`src/inc/flash_host_consts.vh`:
```
`ifndef FLASH_HOST_CONSTS_VH
`define FLASH_HOST_CONSTS_VH
// ---------------------------------------------------------------
// register offsets of the controller's own port
// ---------------------------------------------------------------
`define REG_ADDR 4'h0
`define REG_WDATA 4'h1
`define REG_CTRL 4'h2
`define REG_STATUS 4'h3
`define REG_RDATA 4'h4
`define REG_PDATA 4'h5
// ---------------------------------------------------------------
// control register fields
// ---------------------------------------------------------------
`define CTRL_GO_BIT 0
`define CTRL_OP_LSB 1
`define CTRL_OP_MSB 3
`define CTRL_WORD_BIT 4
`define CTRL_ACC_BIT 5
`define CTRL_RESET_BIT 6
`define CTRL_RESET 7'h00
// ---------------------------------------------------------------
// operation codes
// ---------------------------------------------------------------
`define OP_READ 3'h0
`define OP_WRITE 3'h1
`define OP_PROG4 3'h2
`define OP_PROG2 3'h3
`define OP_IDREAD 3'h4
`define OP_HWRESET 3'h5
// ---------------------------------------------------------------
// status register fields
// ---------------------------------------------------------------
`define STAT_BUSY_BIT 0
`define STAT_RB_BIT 1
`define STAT_DONE_BIT 2
// ---------------------------------------------------------------
// bus cycle timing (ns) and clock period (ns)
// ---------------------------------------------------------------
`define CLK_NS 8
`define ACCESS_NS 70
`define SETUP_NS 35
`define RESET_PULSE_NS 500
`define RESET_REC_NS 50
`define RESET_READY_NS 20000
`endif

```
`src/logic/cycle_timer.v`:
```
`timescale 1ns/1ps
`default_nettype none
// ---------------------------------------------------------------
// down counter that marks the end of a bus phase
// ---------------------------------------------------------------
module cycle_timer (
  input wire clk_sys,
  input wire rstn,
  input wire load,
  input wire [15:0] count,
  output reg expired
);
  reg [15:0] cnt_q; // cycles still to run

  // load wins over counting so a new phase restarts cleanly
  always @(posedge clk_sys or negedge rstn) begin
    if (!rstn) begin
      cnt_q <= 16'h0000;
      expired <= 1'b0;
    end else if (load) begin
      cnt_q <= count;
      expired <= 1'b0;
    end else if (cnt_q != 16'h0000) begin
      cnt_q <= cnt_q - 16'h0001;
      expired <= (cnt_q == 16'h0001);
    end else begin
      expired <= 1'b0;
    end
  end
endmodule
`default_nettype wire

```
`src/logic/flash_host.v`:
```
// Local design decisions: the address-and-strobe port and the placing of the registers.
`timescale 1ns/1ps
`default_nettype none
`include "flash_host_consts.vh"
module flash_host #(
  parameter ACCESS_NS = `ACCESS_NS,
  parameter SETUP_NS = `SETUP_NS,
  parameter RESET_PULSE_NS = `RESET_PULSE_NS,
  parameter RESET_REC_NS = `RESET_REC_NS,
  parameter RESET_READY_NS = `RESET_READY_NS
) (
  input wire clk_sys,
  input wire rstn,
  input wire [3:0] reg_addr,
  input wire [31:0] reg_wdata,
  input wire reg_wr,
  input wire reg_rd,
  output reg [31:0] reg_rdata,
  output reg [19:0] flash_addr,
  input wire [15:0] data_pins_in,
  output reg [15:0] data_pins_out,
  output reg [15:0] data_pins_oe,
  output reg chip_sel_n,
  output reg out_en_n,
  output reg wr_strobe_n,
  output reg hw_reset_n,
  output reg width_word,
  output reg protect_accelerate_pin,
  input wire ready_busy_n
);
  // ---------------------------------------------------------------
  // derived cycle counts
  // ---------------------------------------------------------------
  localparam [15:0] ACC_CYC = (ACCESS_NS + `CLK_NS - 1) / `CLK_NS;
  localparam [15:0] SET_CYC = (SETUP_NS + `CLK_NS - 1) / `CLK_NS;
  localparam [15:0] RP_CYC = (RESET_PULSE_NS + `CLK_NS - 1) / `CLK_NS;
  localparam [15:0] RH_CYC = (RESET_REC_NS + `CLK_NS - 1) / `CLK_NS;
  localparam [15:0] RDY_CYC = (RESET_READY_NS + `CLK_NS - 1) / `CLK_NS;
  // ---------------------------------------------------------------
  // states
  // ---------------------------------------------------------------
  localparam [2:0] S_IDLE = 3'h0;
  localparam [2:0] S_RD = 3'h1;
  localparam [2:0] S_WR = 3'h2;
  localparam [2:0] S_GAP = 3'h3;
  localparam [2:0] S_RST = 3'h4;
  localparam [2:0] S_RDY = 3'h5;
  localparam [2:0] S_REC = 3'h6;

  reg [2:0] state_q; // sequencer state
  reg [19:0] addr_q; // software address
  reg [15:0] wdata_q; // command data for one write
  reg [15:0] pdata_q; // program data
  reg [6:0] ctrl_q; // control bits
  reg [15:0] rdata_q; // last captured read
  reg done_q; // sticky completion
  reg [2:0] step_q; // write cycle index
  reg [2:0] nsteps_q; // writes in this sequence
  reg load; // timer restart
  reg [15:0] tload; // timer count
  wire tdone; // phase end
  reg [15:0] din_s1_q; // pin sync, first stage
  reg [15:0] din_s2_q; // pin sync, second stage
  reg rb_s1_q; // ready/busy sync, first stage
  reg rb_s2_q; // ready/busy sync, second stage
  wire [2:0] op = ctrl_q[`CTRL_OP_MSB:`CTRL_OP_LSB];

  cycle_timer u_timer (
    .clk_sys(clk_sys),
    .rstn(rstn),
    .load(load),
    .count(tload),
    .expired(tdone)
  );

  // ---------------------------------------------------------------
  // pin synchronisers
  // ---------------------------------------------------------------
  // two flops on pins from outside; only the second is read
  always @(posedge clk_sys or negedge rstn) begin
    if (!rstn) begin
      din_s1_q <= 16'h0000;
      din_s2_q <= 16'h0000;
      rb_s1_q <= 1'b1;
      rb_s2_q <= 1'b1;
    end else begin
      din_s1_q <= data_pins_in;
      din_s2_q <= din_s1_q;
      rb_s1_q <= ready_busy_n;
      rb_s2_q <= rb_s1_q;
    end
  end

  // ---------------------------------------------------------------
  // unlock-sequence words for the current write step
  // ---------------------------------------------------------------
  // standard program is two unlocks, setup, data; shortened is setup, data
  reg [19:0] seq_addr; // address of this write
  reg [15:0] seq_data; // data of this write
  always @* begin
    seq_addr = addr_q;
    seq_data = wdata_q;
    if (op == `OP_PROG4) begin
      case (step_q)
        3'h0: begin seq_addr = 20'h00555; seq_data = 16'h00AA; end
        3'h1: begin seq_addr = 20'h002AA; seq_data = 16'h0055; end
        3'h2: begin seq_addr = 20'h00555; seq_data = 16'h00A0; end
        default: begin seq_addr = addr_q; seq_data = pdata_q; end
      endcase
    end else if (op == `OP_PROG2) begin
      case (step_q)
        3'h0: begin seq_addr = addr_q; seq_data = 16'h00A0; end
        default: begin seq_addr = addr_q; seq_data = pdata_q; end
      endcase
    end else if (op == `OP_IDREAD) begin
      case (step_q)
        3'h0: begin seq_addr = 20'h00555; seq_data = 16'h00AA; end
        3'h1: begin seq_addr = 20'h002AA; seq_data = 16'h0055; end
        default: begin seq_addr = 20'h00555; seq_data = 16'h0090; end
      endcase
    end
  end

  // ---------------------------------------------------------------
  // register port
  // ---------------------------------------------------------------
  // go is a one-shot; it clears itself once the sequencer takes it
  always @(posedge clk_sys or negedge rstn) begin
    if (!rstn) begin
      addr_q <= 20'h00000;
      wdata_q <= 16'h0000;
      pdata_q <= 16'h0000;
      ctrl_q <= `CTRL_RESET;
      reg_rdata <= 32'h00000000;
    end else begin
      if (reg_wr) begin
        case (reg_addr)
          `REG_ADDR: addr_q <= reg_wdata[19:0];
          `REG_WDATA: wdata_q <= reg_wdata[15:0];
          `REG_PDATA: pdata_q <= reg_wdata[15:0];
          `REG_CTRL: ctrl_q <= reg_wdata[6:0];
          default: ;
        endcase
      end
      if (state_q == S_IDLE && ctrl_q[`CTRL_GO_BIT] && !(reg_wr && reg_addr == `REG_CTRL)) begin
        ctrl_q[`CTRL_GO_BIT] <= 1'b0;
      end
      if (reg_rd) begin
        case (reg_addr)
          `REG_ADDR: reg_rdata <= {12'h000, addr_q};
          `REG_WDATA: reg_rdata <= {16'h0000, wdata_q};
          `REG_PDATA: reg_rdata <= {16'h0000, pdata_q};
          `REG_CTRL: reg_rdata <= {25'h0000000, ctrl_q};
          `REG_STATUS: reg_rdata <= {29'h00000000, done_q, rb_s2_q, state_q != S_IDLE};
          `REG_RDATA: reg_rdata <= {16'h0000, rdata_q};
          default: reg_rdata <= 32'h00000000;
        endcase
      end else begin
        reg_rdata <= 32'h00000000;
      end
    end
  end

  // ---------------------------------------------------------------
  // bus sequencer
  // ---------------------------------------------------------------
  // the device is polled for ready only after a hardware reset: otherwise software watches
  // the ready/busy bit, which allows reads of the other bank
  always @(posedge clk_sys or negedge rstn) begin
    if (!rstn) begin
      state_q <= S_IDLE;
      step_q <= 3'h0;
      nsteps_q <= 3'h0;
      done_q <= 1'b0;
      rdata_q <= 16'h0000;
      load <= 1'b0;
      tload <= 16'h0000;
      flash_addr <= 20'h00000;
      data_pins_out <= 16'h0000;
      data_pins_oe <= 16'h0000;
      chip_sel_n <= 1'b1;
      out_en_n <= 1'b1;
      wr_strobe_n <= 1'b1;
      hw_reset_n <= 1'b1;
      width_word <= 1'b1;
      protect_accelerate_pin <= 1'b0;
    end else begin
      load <= 1'b0;
      width_word <= ctrl_q[`CTRL_WORD_BIT];
      protect_accelerate_pin <= ctrl_q[`CTRL_ACC_BIT];
      if (reg_wr && reg_addr == `REG_STATUS) begin
        done_q <= 1'b0;
      end
      case (state_q)
        S_IDLE: begin
          // idle: deselected with reset high is standby
          chip_sel_n <= 1'b1;
          out_en_n <= 1'b1;
          wr_strobe_n <= 1'b1;
          data_pins_oe <= 16'h0000;
          step_q <= 3'h0;
          if (ctrl_q[`CTRL_GO_BIT]) begin
            if (op == `OP_HWRESET) begin
              hw_reset_n <= 1'b0;
              tload <= RP_CYC;
              load <= 1'b1;
              state_q <= S_RST;
            end else if (op == `OP_READ) begin
              // plain read needs no command full access
              flash_addr <= addr_q;
              chip_sel_n <= 1'b0;
              out_en_n <= 1'b0;
              data_pins_oe <= ctrl_q[`CTRL_WORD_BIT] ? 16'h0000 : 16'h8000;
              data_pins_out[15] <= addr_q[0];
              tload <= ACC_CYC;
              load <= 1'b1;
              state_q <= S_RD;
            end else begin
              // write and program selections are plain write sequences; id-read is three writes then a read
              case (op)
                `OP_PROG4: nsteps_q <= 3'h4;
                `OP_PROG2: nsteps_q <= 3'h2;
                `OP_IDREAD: nsteps_q <= 3'h3;
                default: nsteps_q <= 3'h1;
              endcase
              state_q <= S_GAP;
              tload <= 16'h0001;
              load <= 1'b1;
            end
          end
        end
        S_GAP: begin
          if (tdone && step_q == nsteps_q) begin
            flash_addr <= addr_q;
            out_en_n <= 1'b0;
            data_pins_oe <= ctrl_q[`CTRL_WORD_BIT] ? 16'h0000 : 16'h8000;
            data_pins_out[15] <= addr_q[0];
            tload <= ACC_CYC;
            load <= 1'b1;
            state_q <= S_RD;
          end else if (tdone) begin
            flash_addr <= seq_addr;
            data_pins_out <= seq_data;
            // byte mode drives only the low byte; top pin is address
            data_pins_oe <= ctrl_q[`CTRL_WORD_BIT] ? 16'hFFFF : 16'h00FF;
            if (!ctrl_q[`CTRL_WORD_BIT]) begin
              data_pins_oe[15] <= 1'b1;
              data_pins_out[15] <= seq_addr[0];
            end
            chip_sel_n <= 1'b0;
            wr_strobe_n <= 1'b0;
            out_en_n <= 1'b1;
            tload <= SET_CYC;
            load <= 1'b1;
            state_q <= S_WR;
          end
        end
        S_WR: begin
          if (tdone) begin
            wr_strobe_n <= 1'b1;
            if (step_q + 3'h1 == nsteps_q && op != `OP_IDREAD) begin
              done_q <= 1'b1;
              state_q <= S_IDLE;
            end else begin
              step_q <= step_q + 3'h1;
              tload <= 16'h0001;
              load <= 1'b1;
              state_q <= S_GAP;
            end
          end
        end
        S_RD: begin
          // pins pass two sync flops before capture, so wait is stretched
          if (tdone) begin
            state_q <= S_REC;
            tload <= 16'h0003;
            load <= 1'b1;
          end
        end
        S_REC: begin
          if (tdone) begin
            if (out_en_n) begin
              state_q <= S_IDLE;
              done_q <= 1'b1;
            end else begin
              // id codes only on the low eight pins
              rdata_q <= (op == `OP_IDREAD) ? {8'h00, din_s2_q[7:0]} :
                ctrl_q[`CTRL_WORD_BIT] ? din_s2_q : {8'h00, din_s2_q[7:0]};
              out_en_n <= 1'b1;
              done_q <= 1'b1;
              state_q <= S_IDLE;
            end
          end
        end
        S_RST: begin
          if (tdone) begin
            hw_reset_n <= 1'b1;
            tload <= RDY_CYC;
            load <= 1'b1;
            state_q <= S_RDY;
          end
        end
        S_RDY: begin
          // wait for ready after abort then recovery
          if (tdone || (rb_s2_q && !load)) begin
            tload <= RH_CYC;
            load <= 1'b1;
            state_q <= S_REC;
          end
        end
        default: state_q <= S_IDLE;
      endcase
    end
  end
endmodule
`default_nettype wire

```
`config.mk`:
```
export PLATFORM = sky130hd
export DESIGN_NAME = flash_host
export DESIGN_NICKNAME = d
export VERILOG_FILES = /design/src/logic/cycle_timer.v /design/src/logic/flash_host.v
export VERILOG_INCLUDE_DIRS = /design/src /design/src/inc
export SDC_FILE = /design/constraint.sdc
export NUM_CORES = 1
export LEC_CHECK = 0
export CAP_MARGIN = 20
export CORE_UTILIZATION = 60
export DETAILED_ROUTE_END_ITERATION = 8
export DONT_BUFFER_PORTS = 1
export GPL_TIMING_DRIVEN = 0
export PLACE_DENSITY = 0.76
export SETUP_SLACK_MARGIN = 0.2
export SLEW_MARGIN = 0
export SYNTH_ARGS = -nofsm -noshare
export SYNTH_HDL_FRONTEND = slang
export SYNTH_SLANG_ARGS = --single-unit
```
`constraint.sdc`:
```
create_clock -name clk_sys -period 2.5 [get_ports clk_sys]
set_input_delay 0.5 -clock clk_sys [delete_from_list [all_inputs] [get_ports clk_sys]]
set_output_delay 0.5 -clock clk_sys [all_outputs]
set_load 0.005 [all_outputs]
```
==> flow_summary_export.csv <==
group,metric,value,unit
yosys,netlist_area,9580,um^2
layout,final_common_cell,"dfrtp_1",
sta,final.setup_skew,0.0126,ns
critical_path,crit_start,"ctrl_q[3]",
floorplan,rows,45,
critical_path,r2r-start,"ctrl_q[3]",
critical_path,end_kind,"flip-flop",
critical_path,worst-path-max-fanout,10,
yosys,synth_edf_count,0,
layout,drive_above_1_share,20.5,%
routing,final_antenna_net_count,0,
critical_path,reg2regPathDepth,6,
cts,root_buffer,"clkbuf_16",
cts,numCtsBuffers,22,
floorplan,die_h,128,um
critical_path,crit_type,"flip-flop to flip-flop",
run_status,violations,"hold timing",
sta,hold_violations,202,
placement,placed_cells,1123,
yosys,ys_async_sr_fraction,100,%
sta,period_needed,2.30,ns
placement,place_hpwl,16400,um
routing,drc,0,
yosys,ys_types,69,
power_and_ir_drop,peakVddDrop,0.806,mV
yosys,synthFlopType,"dfrtp_1",
cts,clkTransAtPathRegs,0.06,ns
power_and_ir_drop,power.leakage,4.69,nW
yosys,ys.warnings.count,0,
global_route,grt_pass1_wl,37200,um
cts,cts_hold_buf,1,
cts,cts_tree,"done",
global_route,track_usage,29.5,%
yosys,syn_area_per_cell,10.6,um^2
sta,rsz0062_at_grt,"true",
floorplan,die-area,16500,um^2
global_route,first_global_vias,6760,
cts,cts_sinks,208,
layout,utilization,70.1,%
routing,via_count,7149,
layout,diodes,0,
layout,nFillCells,1137,
floorplan,design.core.area,15400,um^2
layout,fin_cells,1164,
power_and_ir_drop,p_int,0.00706,W
routing,detail_route.wl_per_cell,20.1,um
cts,clock_latency,0.51,ns
routing,first_pass_iters,6,
yosys,synth_cells,901,
sta,period_share,92.2,%
floorplan,ioPinCount,147,
global_route,antenna_found_initial,0,
cts,htreeDepth,1,
critical_path,critPathLaunchType,"flip-flop",
critical_path,critPathArrivalTime,2.68,ns
sta,drv_slew,0,
run,drv_cap,0,
critical_path,reg2reg_slack,0.20,ns
yosys,synth.yosys.seq_area_share,54.4,%
power_and_ir_drop,p_comb_share,19.4,%
yosys,ys_ff_latch,208,
global_route,grt_max_degree,209,
cts,clock_path_buffers,3,
power_and_ir_drop,power.switching,0.00310,W
sta,hold-worst-slack,-0.315,ns
sta,clock.fmax,434,MHz
critical_path,r2r_end,"data_pins_out[0]",
min_path,hold_path.class,"input port to asynchronous set/reset pin",
sta,maxSlewHeadroom,36.0,%
global_route,grt_overflow,0,
routing,vias_per_cell,6.14,
cts,post_cts_buffers,0,
power_and_ir_drop,swShare,30.5,%
routing,drtIter0Drc,603,
placement,port_buffers,0,
layout,area_growth,12.5,%
routing,wl,23500,um
placement,place_congestion,0.990,
layout,fin_nets,1001,
power_and_ir_drop,power_frac_seq,47.1,%
power_and_ir_drop,p_clk_share,33.4,%
sta,worst_pin_slew,0.953,ns
critical_path,cp_data_required_time,2.87,ns
layout,top_regs,"addr_q x20, flash_addr x20, reg_rdata x20",
critical_path,crit_end,"data_pins_out[0]",
power_and_ir_drop,powerDensity,943,nW/um^2
layout,final_cell_mix,"201 x dfrtp_1, 102 x nand2_1, 86 x nor2_1, 64 x mux2_2, 58 x o21ai_0",
floorplan,start_util,62.3,%
run_status,status,"finished, violations left",
floorplan,die_x,128,um
sta,setup_viol_count_final,0,
per-stage QoR:
| step | TNS, ns | hold WS (ns) | cell area (um^2) | setup slack, ns | power, W |
|---|---|---|---|---|---|
| 2_1_floorplan | 0 | 0.204 | 9620 | 0.523 | 0.00614 |
| 3_3_place_gp | -0.0737 | 0.213 | 9890 | -0.0332 | 0.00664 |
| 3_5_place_dp | -0.0998 | 0.212 | 9890 | -0.0462 | 0.00673 |
| 4_1_cts | 0 | -0.313 | 10700 | 0.111 | 0.0101 |
| 5_1_grt | 0 | -0.323 | 10800 | 0.0965 | 0.0107 |
| 6_report | 0 | -0.315 | 10800 | 0.195 | 0.0102 |
worst min-delay path by stage:
| stage | end | slack (ns) | cells past startpoint |
|---|---|---|---|
| 2_1_floorplan | addr_q[0] | 0.20 | 0 |
| 3_3_place_gp | step_q[0] | 0.21 | 0 |
| 3_5_place_dp | step_q[1] | 0.21 | 0 |
| 4_1_cts | step_q[0] | -0.31 | 0 |
| 5_1_grt | step_q[0] | -0.32 | 0 |
| 6_report | step_q[0] | -0.31 | 0 |
repair_timing:
action / CTS / global route
resized for setup: 13 / 17
endpoints found under the hold margin: 209 / 208
endpoints found under the setup margin: 30 / 38
cloned: 0 / 0
power by group through the flow:
stage | logic (W) | registers (W) | clock network [W]
finish | 0.00197 | 0.00479 | 0.00340
global route | 0.00221 | 0.00489 | 0.00357
CTS | 0.00192 | 0.00477 | 0.00343
detailed placement | 0.00190 | 0.00482 | 0
global placement | 0.00185 | 0.00479 | 0
floorplan | 0.00155 | 0.00459 | 0
critical path, stage by stage (launching register included):
cell and delay [ns]:
dfrtp_1 0.32, buf_2 0.19, clkbuf_1 0.47, clkbuf_1 0.48, a21oi_1 0.10, a2111oi_2 0.51, nor2_1 0.08
metal layers:
metal	track usage, %	share of wire [%]	routed length, um
met2	44.1	43	10200
met1	42.5	44	10200
met5	0	0	0
met4	9.97	3.4	794
met3	7.23	9.7	2270
logic make-up after synthesis:
family	Yosys count	share of synthesized area, %
compound gates	211	14.3
mux	82	9.40
fa+ha+maj	7	0.914
buf+inv	92	4.84
xor+xnor	18	1.80
other cells	1	0.0391
flops	208	54.4
simple gates	282	14.3
synth_stat cells, types with 4 or more instances:
cell / count / area [um^2]
a211oi_1: 12 / 90.1
xnor2_1: 10 / 87.6
o21ai_0: 59 / 295
mux2i_1: 18 / 180
buf_4: 26 / 195
nand3_1: 10 / 50.1
inv_1: 17 / 63.8
nor2_1: 87 / 327
nor2b_1: 6 / 37.5
a22o_1: 9 / 78.8
o22ai_1: 15 / 93.8
a21oi_1: 44 / 220
xor2_1: 7 / 61.3
a2111oi_0: 4 / 35.0
and3_1: 8 / 50.1
nand3b_1: 4 / 30.0
mux2_2: 64 / 721
dfrtp_1: 201 / 5030
nand2_1: 103 / 387
nand2b_1: 6 / 37.5
o31ai_1: 7 / 52.6
nand4_1: 6 / 37.5
a221oi_1: 22 / 193
nor3_1: 18 / 90.1
dfstp_2: 7 / 184
buf_2: 17 / 85.1
a22oi_1: 12 / 90.1
a31oi_1: 5 / 31.3
or3_1: 6 / 37.5
clkbuf_1: 29 / 109
ha_1: 7 / 87.6
final cells by class:
| cell class | count | area (um^2) | share of cell area (%) |
|---|---|---|---|
| clock buffer | 29 | 658 | 6.10 |
| timing repair buffer | 1 | 10.0 | 0.0928 |
| inverter | 17 | 63.8 | 0.592 |
| sequential | 208 | 5210 | 48.4 |
| buffer | 75 | 407 | 3.77 |
| tap | 211 | 264 | 2.45 |
| multi-input combinational | 612 | 4050 | 37.5 |
| clock inverter | 11 | 120 | 1.11 |
Power figures use the tool's default switching activity.
